==> src/verilog/usr_pkg.sv <==
// Package for the single-channel status and ready timing UART core
//
// Operation
// - Receive interrupt within one tick of stop
// - Transmit starts 8 to 24 ticks after clear
// - Receive ready within one clock of stop
// - Receive ready released within 1 us of read
// - Transmit ready low within 16 ticks of start
// - Baud tick runs at sixteen times bit rate
// - Single-byte mode: data valid one tick later
// - Buffered mode: data valid with status
package usr_pkg;

   ////////////////////////////////////////////////////////////////////////////
   // Clock and timing
   localparam int CLK_PERIOD_NS = 50;         // sys_clk at 20 MHz
   localparam int RDY_REL_NS = 1000;          // Longest release of rx ready
   localparam int RDY_REL_CYC = RDY_REL_NS / CLK_PERIOD_NS; // Rounds down
   localparam logic [3:0] OVS_LAST = 4'hF;    // Sixteen ticks per bit
   localparam logic [3:0] RX_MID = 4'h7;      // Middle of the start bit
   localparam logic [4:0] TX_DLY_LAST = 5'h0F; // Sixteen ticks before start
   localparam int TX_DLY_MIN = 8;             // Least start delay in ticks
   localparam int TX_DLY_MAX = 24;            // Longest start delay in ticks
   localparam logic [3:0] DATA_BITS = 4'h8;   // Character length
   localparam logic [3:0] FRAME_BITS = 4'hA;  // Start, eight data, stop
   localparam logic [15:0] DIV_RESET = 16'h0001; // Fallback for divisor 0

   ////////////////////////////////////////////////////////////////////////////
   // Widths and reset values
   localparam int DATA_W = 8;
   localparam logic [7:0] BYTE_RESET = 8'h00;

   ////////////////////////////////////////////////////////////////////////////
   // Status word toward the host
   typedef struct packed {
      logic rx_ready_indicator; // Character waiting in rx_holding_reg
      logic tx_ready_indicator; // Transmit path idle and empty
      logic rx_irq;             // Data available interrupt
      logic tx_irq;             // Holding empty interrupt
      logic overrun;            // Sticky: character lost
      logic frame_err;          // Sticky: stop bit sampled low
   } usr_status_t;

   localparam usr_status_t STATUS_RESET = '{1'b0, 1'b1, 1'b0, 1'b0, 1'b0, 1'b0};

endpackage : usr_pkg

==> src/verilog/usr_baud_gen.sv <==
// Baud tick generator at sixteen times the bit rate
`timescale 1ns/100ps
module usr_baud_gen (
   input wire logic sys_clk,
   input wire logic sys_rst,
   input wire logic clk_en,
   input wire logic [15:0] divisor,
   output logic baud_tick
);
   import usr_pkg::*;

   logic [15:0] cnt_r;   // Clocks since the last tick
   logic [15:0] div_eff; // Divisor with zero mapped to one

   // A zero divisor would stall the line forever, so it counts as one
   assign div_eff = (divisor == 16'h0000) ? DIV_RESET : divisor;

   ////////////////////////////////////////////////////////////////////////////
   // Divider: one tick every div_eff enabled clocks
   always_ff @(posedge sys_clk or posedge sys_rst) begin
      if (sys_rst) begin
         cnt_r <= 16'h0000;
         baud_tick <= 1'b0;
      end else if (clk_en) begin
         if (cnt_r >= div_eff - 16'h0001) begin
            cnt_r <= 16'h0000;
            baud_tick <= 1'b1;
         end else begin
            cnt_r <= cnt_r + 16'h0001;
            baud_tick <= 1'b0;
         end
      end
   end

endmodule : usr_baud_gen

==> src/verilog/usr_buf2.sv <==
// Two-entry buffer with valid and ready on both sides
`timescale 1ns/100ps
module usr_buf2 (
   input wire logic sys_clk,
   input wire logic sys_rst,
   input wire logic clk_en,
   input wire logic in_valid,
   output logic in_ready,
   input wire logic [7:0] in_data,
   output logic out_valid,
   input wire logic out_ready,
   output logic [7:0] out_data
);
   import usr_pkg::*;

   logic [7:0] mem_r [2]; // Entry storage
   logic wr_ptr_r;        // Next entry to fill
   logic rd_ptr_r;        // Oldest entry
   logic [1:0] count_r;   // Entries held
   logic push;
   logic pop;

   assign in_ready = (count_r != 2'h2);
   assign out_valid = (count_r != 2'h0);
   assign out_data = mem_r[rd_ptr_r];
   assign push = in_valid && in_ready;
   assign pop = out_valid && out_ready;

   ////////////////////////////////////////////////////////////////////////////
   // Entry storage, one process per entry
   for (genvar i = 0; i < 2; i++) begin : g_entry
      always_ff @(posedge sys_clk or posedge sys_rst) begin
         if (sys_rst) begin
            mem_r[i] <= BYTE_RESET;
         end else if (clk_en && push && (wr_ptr_r == 1'(i))) begin
            mem_r[i] <= in_data;
         end
      end
   end

   ////////////////////////////////////////////////////////////////////////////
   // Pointers and fill count
   always_ff @(posedge sys_clk or posedge sys_rst) begin
      if (sys_rst) begin
         wr_ptr_r <= 1'b0;
         rd_ptr_r <= 1'b0;
         count_r <= 2'h0;
      end else if (clk_en) begin
         if (push) begin
            wr_ptr_r <= ~wr_ptr_r;
         end
         if (pop) begin
            rd_ptr_r <= ~rd_ptr_r;
         end
         // Push and pop together leave the count alone
         if (push && !pop) begin
            count_r <= count_r + 2'h1;
         end else if (pop && !push) begin
            count_r <= count_r - 2'h1;
         end
      end
   end

endmodule : usr_buf2

==> src/verilog/usr_uart_core.sv <==
// Single-channel UART core with host status and ready timing
`timescale 1ns/100ps
module usr_uart_core (
   input wire logic sys_clk,
   input wire logic sys_rst,
   input wire logic clk_en,
   input wire logic [15:0] divisor,
   input wire logic fifo_mode,
   input wire logic host_read_strobe,
   input wire logic host_write_strobe,
   input wire logic [7:0] host_wdata,
   output logic [7:0] host_rdata,
   output usr_pkg::usr_status_t status,
   input wire logic rx_line,
   output logic tx_line
);
   import usr_pkg::*;

   ////////////////////////////////////////////////////////////////////////////
   // Declarations
   typedef enum logic [1:0] {RX_IDLE, RX_START, RX_DATA, RX_STOP} usr_rx_state_t;
   typedef enum logic [1:0] {TX_IDLE, TX_WAIT, TX_SHIFT} usr_tx_state_t;

   logic baud_tick;            // Sixteen-times bit rate strobe
   usr_rx_state_t rx_state_r;  // Receiver sequencer
   logic [3:0] rx_cnt_r;       // Ticks inside the current bit
   logic [3:0] rx_bits_r;      // Data bits taken so far
   logic [7:0] rx_shift_r;     // Assembling character, LSB first
   logic [7:0] rx_stage_r;     // Completed character awaiting load
   logic [7:0] rx_hold_r;      // The rx_holding_reg seen by the host
   logic lag_pend_r;           // Single-byte load waits for a tick
   logic stop_take;            // Stop bit sampled this cycle
   logic rd_dly_r;             // Read strobe one clock ago
   logic wr_dly_r;             // Write strobe one clock ago
   logic rd_edge;              // Leading edge of a host read
   logic wr_edge;              // Leading edge of a host write
   usr_status_t status_r;      // Status word gathered from the flag flops
   logic rx_rdy_r;             // Character waiting in the holding register
   logic tx_rdy_r;             // Transmit path idle and empty
   logic rx_irq_r;             // Data available interrupt
   logic tx_irq_r;             // Holding empty interrupt
   logic overrun_r;            // Sticky: character lost
   logic frame_err_r;          // Sticky: stop bit sampled low
   usr_tx_state_t tx_state_r;  // Transmitter sequencer
   logic [4:0] tx_wait_r;      // Ticks spent before the start bit
   logic [3:0] tx_cnt_r;       // Ticks inside the current bit
   logic [3:0] tx_bits_r;      // Frame bits already sent
   logic [9:0] tx_shift_r;     // Frame being sent, LSB first
   logic tx_line_r;            // Serial output flop
   logic tx_go;                // First tick of the start bit
   logic buf_in_ready;
   logic buf_out_valid;
   logic [7:0] buf_out_data;
   logic wr_take;              // Host write accepted by the buffer
   logic tx_busy_nxt;          // Anything waiting or in flight

   assign host_rdata = rx_hold_r;
   assign status = status_r;
   // Each flag has its own flop so that each process drives only its own flags
   assign status_r = '{rx_rdy_r, tx_rdy_r, rx_irq_r, tx_irq_r, overrun_r, frame_err_r};
   assign tx_line = tx_line_r;

   ////////////////////////////////////////////////////////////////////////////
   // Baud tick and transmit buffer
   usr_baud_gen u_baud (
      .sys_clk(sys_clk),
      .sys_rst(sys_rst),
      .clk_en(clk_en),
      .divisor(divisor),
      .baud_tick(baud_tick)
   );

   // The buffer lets a second write land while a frame is on the line
   usr_buf2 u_txbuf (
      .sys_clk(sys_clk),
      .sys_rst(sys_rst),
      .clk_en(clk_en),
      .in_valid(wr_edge),
      .in_ready(buf_in_ready),
      .in_data(host_wdata),
      .out_valid(buf_out_valid),
      .out_ready(tx_go),
      .out_data(buf_out_data)
   );

   ////////////////////////////////////////////////////////////////////////////
   // Host strobe edges; a strobe held for many clocks acts once
   assign rd_edge = host_read_strobe && !rd_dly_r;
   assign wr_edge = host_write_strobe && !wr_dly_r;
   assign wr_take = wr_edge && buf_in_ready;

   always_ff @(posedge sys_clk or posedge sys_rst) begin
      if (sys_rst) begin
         rd_dly_r <= 1'b0;
         wr_dly_r <= 1'b0;
      end else if (clk_en) begin
         rd_dly_r <= host_read_strobe;
         wr_dly_r <= host_write_strobe;
      end
   end

   ////////////////////////////////////////////////////////////////////////////
   // Receiver sequencer, sampling at the middle of each bit
   assign stop_take = (rx_state_r == RX_STOP) && baud_tick && (rx_cnt_r == OVS_LAST);

   always_ff @(posedge sys_clk or posedge sys_rst) begin
      if (sys_rst) begin
         rx_state_r <= RX_IDLE;
         rx_cnt_r <= 4'h0;
         rx_bits_r <= 4'h0;
         rx_shift_r <= BYTE_RESET;
      end else if (clk_en && baud_tick) begin
         case (rx_state_r)
            RX_IDLE: begin
               // Falling edge of the line may be a start bit
               rx_cnt_r <= 4'h0;
               if (!rx_line) begin
                  rx_state_r <= RX_START;
               end
            end
            RX_START: begin
               rx_cnt_r <= rx_cnt_r + 4'h1;
               if (rx_cnt_r == RX_MID) begin
                  // A glitch shorter than half a bit is dropped
                  rx_state_r <= rx_line ? RX_IDLE : RX_DATA;
                  rx_cnt_r <= 4'h0;
                  rx_bits_r <= 4'h0;
               end
            end
            RX_DATA: begin
               rx_cnt_r <= rx_cnt_r + 4'h1;
               if (rx_cnt_r == OVS_LAST) begin
                  rx_shift_r <= {rx_line, rx_shift_r[7:1]};
                  rx_bits_r <= rx_bits_r + 4'h1;
                  if (rx_bits_r == DATA_BITS - 4'h1) begin
                     rx_state_r <= RX_STOP;
                  end
               end
            end
            RX_STOP: begin
               rx_cnt_r <= rx_cnt_r + 4'h1;
               if (rx_cnt_r == OVS_LAST) begin
                  rx_state_r <= RX_IDLE;
               end
            end
            default: begin
               rx_state_r <= RX_IDLE;
            end
         endcase
      end
   end

   ////////////////////////////////////////////////////////////////////////////
   // Holding register load: at once when buffered, one tick late otherwise
   always_ff @(posedge sys_clk or posedge sys_rst) begin
      if (sys_rst) begin
         rx_stage_r <= BYTE_RESET;
         rx_hold_r <= BYTE_RESET;
         lag_pend_r <= 1'b0;
      end else if (clk_en) begin
         if (stop_take) begin
            rx_stage_r <= rx_shift_r;
            if (fifo_mode) begin
               rx_hold_r <= rx_shift_r;
               lag_pend_r <= 1'b0;
            end else begin
               // Status leads the data here; host software must wait a tick
               lag_pend_r <= 1'b1;
            end
         end else if (lag_pend_r && baud_tick) begin
            rx_hold_r <= rx_stage_r;
            lag_pend_r <= 1'b0;
         end
      end
   end

   ////////////////////////////////////////////////////////////////////////////
   // Receive status: set wins over the host read that clears it
   always_ff @(posedge sys_clk or posedge sys_rst) begin
      if (sys_rst) begin
         rx_rdy_r <= STATUS_RESET.rx_ready_indicator;
         rx_irq_r <= STATUS_RESET.rx_irq;
         overrun_r <= STATUS_RESET.overrun;
         frame_err_r <= STATUS_RESET.frame_err;
      end else if (clk_en) begin
         if (stop_take) begin
            rx_rdy_r <= 1'b1;
            rx_irq_r <= 1'b1;
            // Unread character is overwritten in either mode
            if (rx_rdy_r && !rd_edge) begin
               overrun_r <= 1'b1;
            end
            if (!rx_line) begin
               frame_err_r <= 1'b1;
            end
         end else if (rd_edge) begin
            // Read marks the holding register empty and drops all four receive flags
            rx_rdy_r <= 1'b0;
            rx_irq_r <= 1'b0;
            overrun_r <= 1'b0;
            frame_err_r <= 1'b0;
         end
      end
   end

   ////////////////////////////////////////////////////////////////////////////
   // Transmitter sequencer: fixed wait, then a ten-bit frame
   assign tx_go = (tx_state_r == TX_WAIT) && baud_tick && (tx_wait_r == TX_DLY_LAST);

   always_ff @(posedge sys_clk or posedge sys_rst) begin
      if (sys_rst) begin
         tx_state_r <= TX_IDLE;
         tx_wait_r <= 5'h00;
         tx_cnt_r <= 4'h0;
         tx_bits_r <= 4'h0;
         tx_shift_r <= 10'h3FF;
      end else if (clk_en) begin
         case (tx_state_r)
            TX_IDLE: begin
               tx_wait_r <= 5'h00;
               if (buf_out_valid) begin
                  tx_state_r <= TX_WAIT;
               end
            end
            TX_WAIT: begin
               // Sixteen ticks sit in the middle of the allowed window
               if (tx_go) begin
                  tx_shift_r <= {1'b1, buf_out_data, 1'b0};
                  tx_cnt_r <= 4'h0;
                  tx_bits_r <= 4'h0;
                  tx_state_r <= TX_SHIFT;
               end else if (baud_tick) begin
                  tx_wait_r <= tx_wait_r + 5'h01;
               end
            end
            TX_SHIFT: begin
               if (baud_tick) begin
                  tx_cnt_r <= tx_cnt_r + 4'h1;
                  if (tx_cnt_r == OVS_LAST) begin
                     tx_shift_r <= {1'b1, tx_shift_r[9:1]};
                     tx_bits_r <= tx_bits_r + 4'h1;
                     if (tx_bits_r == FRAME_BITS - 4'h1) begin
                        tx_state_r <= TX_IDLE;
                     end
                  end
               end
            end
            default: begin
               tx_state_r <= TX_IDLE;
            end
         endcase
      end
   end

   // Serial output is a flop so the line never glitches
   always_ff @(posedge sys_clk or posedge sys_rst) begin
      if (sys_rst) begin
         tx_line_r <= 1'b1;
      end else if (clk_en) begin
         tx_line_r <= (tx_state_r == TX_SHIFT) ? tx_shift_r[0] : 1'b1;
      end
   end

   ////////////////////////////////////////////////////////////////////////////
   // Transmit status; the ready flag stays low while a frame is out
   assign tx_busy_nxt = wr_take || buf_out_valid || (tx_state_r != TX_IDLE);

   always_ff @(posedge sys_clk or posedge sys_rst) begin
      if (sys_rst) begin
         tx_rdy_r <= STATUS_RESET.tx_ready_indicator;
         tx_irq_r <= STATUS_RESET.tx_irq;
      end else if (clk_en) begin
         tx_rdy_r <= !tx_busy_nxt;
         // Last word leaving the buffer raises the empty interrupt; a buffer
         // with room at the start holds nothing but the leaving word
         if (tx_go && buf_in_ready && !wr_take) begin
            tx_irq_r <= 1'b1;
         end else if (wr_take) begin
            tx_irq_r <= 1'b0;
         end
      end
   end

   ////////////////////////////////////////////////////////////////////////////
   // Checks
   localparam int RDY_REL_LIM = RDY_REL_CYC;
   logic [15:0] gap_r;    // Clocks since the previous baud tick
   logic gap_ok_r;        // A previous tick has been seen
   logic [15:0] div_chk;

   assign div_chk = (divisor == 16'h0000) ? DIV_RESET : divisor;

   always_ff @(posedge sys_clk or posedge sys_rst) begin
      if (sys_rst) begin
         gap_r <= 16'h0000;
         gap_ok_r <= 1'b0;
      end else if (clk_en) begin
         gap_r <= baud_tick ? 16'h0001 : gap_r + 16'h0001;
         gap_ok_r <= gap_ok_r || baud_tick;
      end
   end
endmodule : usr_uart_core

==> config.mk <==
export PLATFORM = sky130hd
export DESIGN_NAME = usr_uart_core
export DESIGN_NICKNAME = d
export VERILOG_FILES = /design/src/verilog/usr_pkg.sv /design/src/verilog/usr_baud_gen.sv /design/src/verilog/usr_buf2.sv /design/src/verilog/usr_uart_core.sv
export SDC_FILE = /design/constraint.sdc
export NUM_CORES = 1
export LEC_CHECK = 0
export BUFFER_PORTS_ARGS = -buffer_cell sky130_fd_sc_hd__buf_2
export CAP_MARGIN = 20
export CORE_MARGIN = 4
export CORE_UTILIZATION = 40
export CTS_CLUSTER_SIZE = 25
export DETAILED_ROUTE_END_ITERATION = 7
export HOLD_SLACK_MARGIN = 0.02
export PLACE_DENSITY = 0.64
export SKIP_CTS_REPAIR_TIMING = 1
export SYNTH_ARGS = -nofsm -noshare
export SYNTH_HDL_FRONTEND = slang
export SYNTH_SLANG_ARGS = --single-unit
==> constraint.sdc <==
create_clock -name sys_clk -period 4 [get_ports sys_clk]
set_clock_uncertainty 0.05 [all_clocks]
set_input_delay 0.4 -clock sys_clk [delete_from_list [all_inputs] [get_ports sys_clk]]
set_output_delay 0.4 -clock sys_clk [all_outputs]
set_load 0.005 [all_outputs]
==> results.json <==
{
  "status": "completed",
  "synthTopCellsByCount": "dfrtp_1 (93), nand2_1 (72), nor2_1 (41)",
  "drt-initial-drc-count": 221,
  "grt_pass1_wl_um": 19260,
  "yosysWarnings": 0,
  "period_needed_ns": 3.826,
  "ir_drop_v": 0.0002675,
  "fill_cells": 1247,
  "die_area_mm2": 0.01564,
  "yosysSeqAreaShare_pct": 47.73,
  "drt_first_pass_iters": 4,
  "core_mm2": 0.01335,
  "synth.area.top_cells": "dfrtp_1 (42%), mux2_2 (7.2%), ha_1 (5.9%)",
  "cts_tree": "built",
  "dpl.hpwl_um": 7915,
  "rows": 42,
  "syn-num-nets": 606,
  "synthCells": 549,
  "cellPowerDensity_mw_per_mm2": 449.2,
  "slew_headroom_pct": 53.05,
  "syn_area_mm2": 0.005482,
  "cap_violations": 0,
  "holdWs_ns": 0.03195,
  "grt_overflow_total": 0,
  "numPortBuffers": 45,
  "hold_class": "input port to async pin",
  "ant_nets": 0,
  "post-place-ws_ns": -0.1865,
  "drive_gt1_share_pct": 22.68,
  "cts.sinks": 104,
  "setup_viol": 0,
  "clk_pin_slew_ns": 0.07,
  "cp-start-kind": "input port",
  "timing.setup.tns_ns": 0,
  "synthArstFlopShare_pct": 100.0,
  "max_freq_mhz": 261.4,
  "crit_arrival_ns": 4.04,
  "yosysTopAreaCell": "dfrtp_1",
  "synth_top_area_share_pct": 42.46,
  "num_vias": 4109,
  "period_share_pct": 95.66,
  "wl_per_cell_um": 14.46,
  "gp_congestion": 0.8506,
  "wirelength_um": 11280,
  "insertion_delay_ns": 0.35,
  "initial_utilization_pct": 41.07,
  "antenna_found_initial": 0,
  "required_ns": 4.21,
  "nNetsFinal": 656,
  "synth_edf_count": 0,
  "yosysMostFrequentCell": "dfrtp_1",
  "pin_count": 46,
  "vias_per_cell": 5.268,
  "placed_area_mm2": 0.005956,
  "die_h_um": 125.1,
  "fin_ws_ns": 0.1737,
  "root_buffer": "clkbuf_16",
  "rsz0062_at_grt": "true",
  "final_core_util_pct": 47.24,
  "yosys.cell_types.count": 53,
  "numCtsBuffers": 9,
  "endpoint_kind": "register",
  "drc_errors": 0,
  "ctsHtreeMaxLevel": 3,
  "antenna_cells": 0,
  "crit_fanout": 6,
  "fp.dieW_um": 125.1,
  "area_delta_synth_final_pct": 15.04,
  "drv_slew": 0,
  "track_usage_pct": 14.78,
  "clock_path_buffers": 2,
  "grt_pass1_vias": 4092,
  "final_cell_area_mm2": 0.006306,
  "grt_max_degree": 83,
  "synthFlopType": "dfrtp_1",
  "syn-mean-instance-area_um2": 9.985,
  "hold_viol": 0,
  "tightest_slew_ns": 0.7017,
  "path_class": "input port to register",
  "leakagePower_nw": 2.833,
  "ys_seq_elements": 104
}
critical path: stages:
cell and delay, ns:
buf_2 0.10, or4_4 0.52, or4_4 0.44, or4_4 0.49, nor2b_4 0.14, ha_1 0.19
nand3b_1 0.11, buf_4 0.12, nor4_1 0.04, xnor2_1 0.13, ha_1 0.28, nand2_1 0.10
o21a_1 0.13, a2bb2oi_1 0.27, nand3_2 0.19, buf_4 0.20, o2bb2ai_1 0.17
flip-flops by register name (all words and copies together) (netlist names), 2 cells and up, named ones only:
register,flops
tx_state_r,2
rx_cnt_r,4
tx_bits_r,4
rx_bits_r,4
rx_shift_r,8
tx_shift_r,9
tx_cnt_r,4
rx_stage_r,8
u_txbuf.count_r,2
u_baud.cnt_r,16
u_txbuf.mem_r,16
tx_wait_r,5
host_rdata,8
layout by cell type, fill, tap and decap left out, types with 3 or more instances in the layout:
cell type,Yosys,final
dfrtp_1,93,93
nand2_1,72,72
buf_2,1,45
nor2_1,41,41
a21oi_1,38,38
mux2_2,35,35
o21ai_0,30,30
ha_1,26,26
xor2_1,20,20
buf_4,6,19
inv_1,18,17
xnor2_1,15,15
nor3_1,16,15
nand3_1,14,13
mux2i_1,12,12
dfstp_2,11,11
a31oi_1,9,9
nand4_1,9,9
clkbuf_16,0,9
o31ai_1,5,5
o2bb2ai_1,4,4
and3_1,4,4
nand2b_1,4,4
o21a_1,3,3
a21o_1,3,3
nor2b_1,3,3
a211oi_1,3,3
nand3b_1,3,3
nor4_1,3,3
or4_4,3,3
inv_6,0,3
power breakdown:
part / internal [mW] / switching (mW) / leakage (nW)
clock network: 0.555 / 0.404 / 0.161
registers: 1.21 / 0.154 / 1.33
logic: 0.253 / 0.253 / 1.35
total: 2.02 / 0.811 / 2.83
worst paths after layout:
path,start,end,slack (ns),cells past startpoint
max,divisor[9],u_baud.cnt_r[3]$_DFFE_PP0P_,0.17,17
min,sys_rst,rd_dly_r$_DFFE_PP0P_,0.03,2
max reg2reg,tx_wait_r[0]$_DFFE_PP0P_,tx_bits_r[1]$_DFFE_PP0P_,1.49,7
min reg2reg,tx_shift_r[2]$_DFFE_PP1P_,tx_shift_r[2]$_DFFE_PP1P_,0.43,2
max in group asynchronous,sys_rst,u_baud.cnt_r[9]$_DFFE_PP0P_,2.90,4
min in group sys_clk,host_wdata[5],u_txbuf.mem_r[5]$_DFFE_PP0P_,0.24,2
cells by family after synthesis:
group / after synthesis / share of synthesized area (%)
AND/OR/NAND/NOR: 185 / 16.16
AO/OA/AOI/OAI: 107 / 11.69
flip-flops: 104 / 47.73
multiplexers: 47 / 9.382
buffers and inverters: 45 / 3.515
XOR/XNOR: 35 / 5.592
adder cells (fa/ha/maj): 26 / 5.935
routing by layer:
metal	wire (um)	global-route usage (%)
met3	463	3.795
met5	0	0
met1	5238	19.18
met4	160	4.656
met2	5416	24.36
stage by stage:
stage / cells / total power [mW]
floorplan: 549 / 1.730
global placement: 763 / 1.854
detailed placement: 763 / 1.891
CTS: 779 / 2.871
global route: 780 / 3.013
finish: 780 / 2.833
layout make-up:
type,instances,area (um2),share of cell area [%]
multi-input cells,400,2683,42.54
flip-flops and latches,104,2616,41.49
repair buffers,65,387.9,6.151
clock buffers,9,225.2,3.571
well taps,176,220.2,3.492
clock inverters,7,100.1,1.587
inverters,19,73.82,1.171
Power figures use the tool's default switching activity.
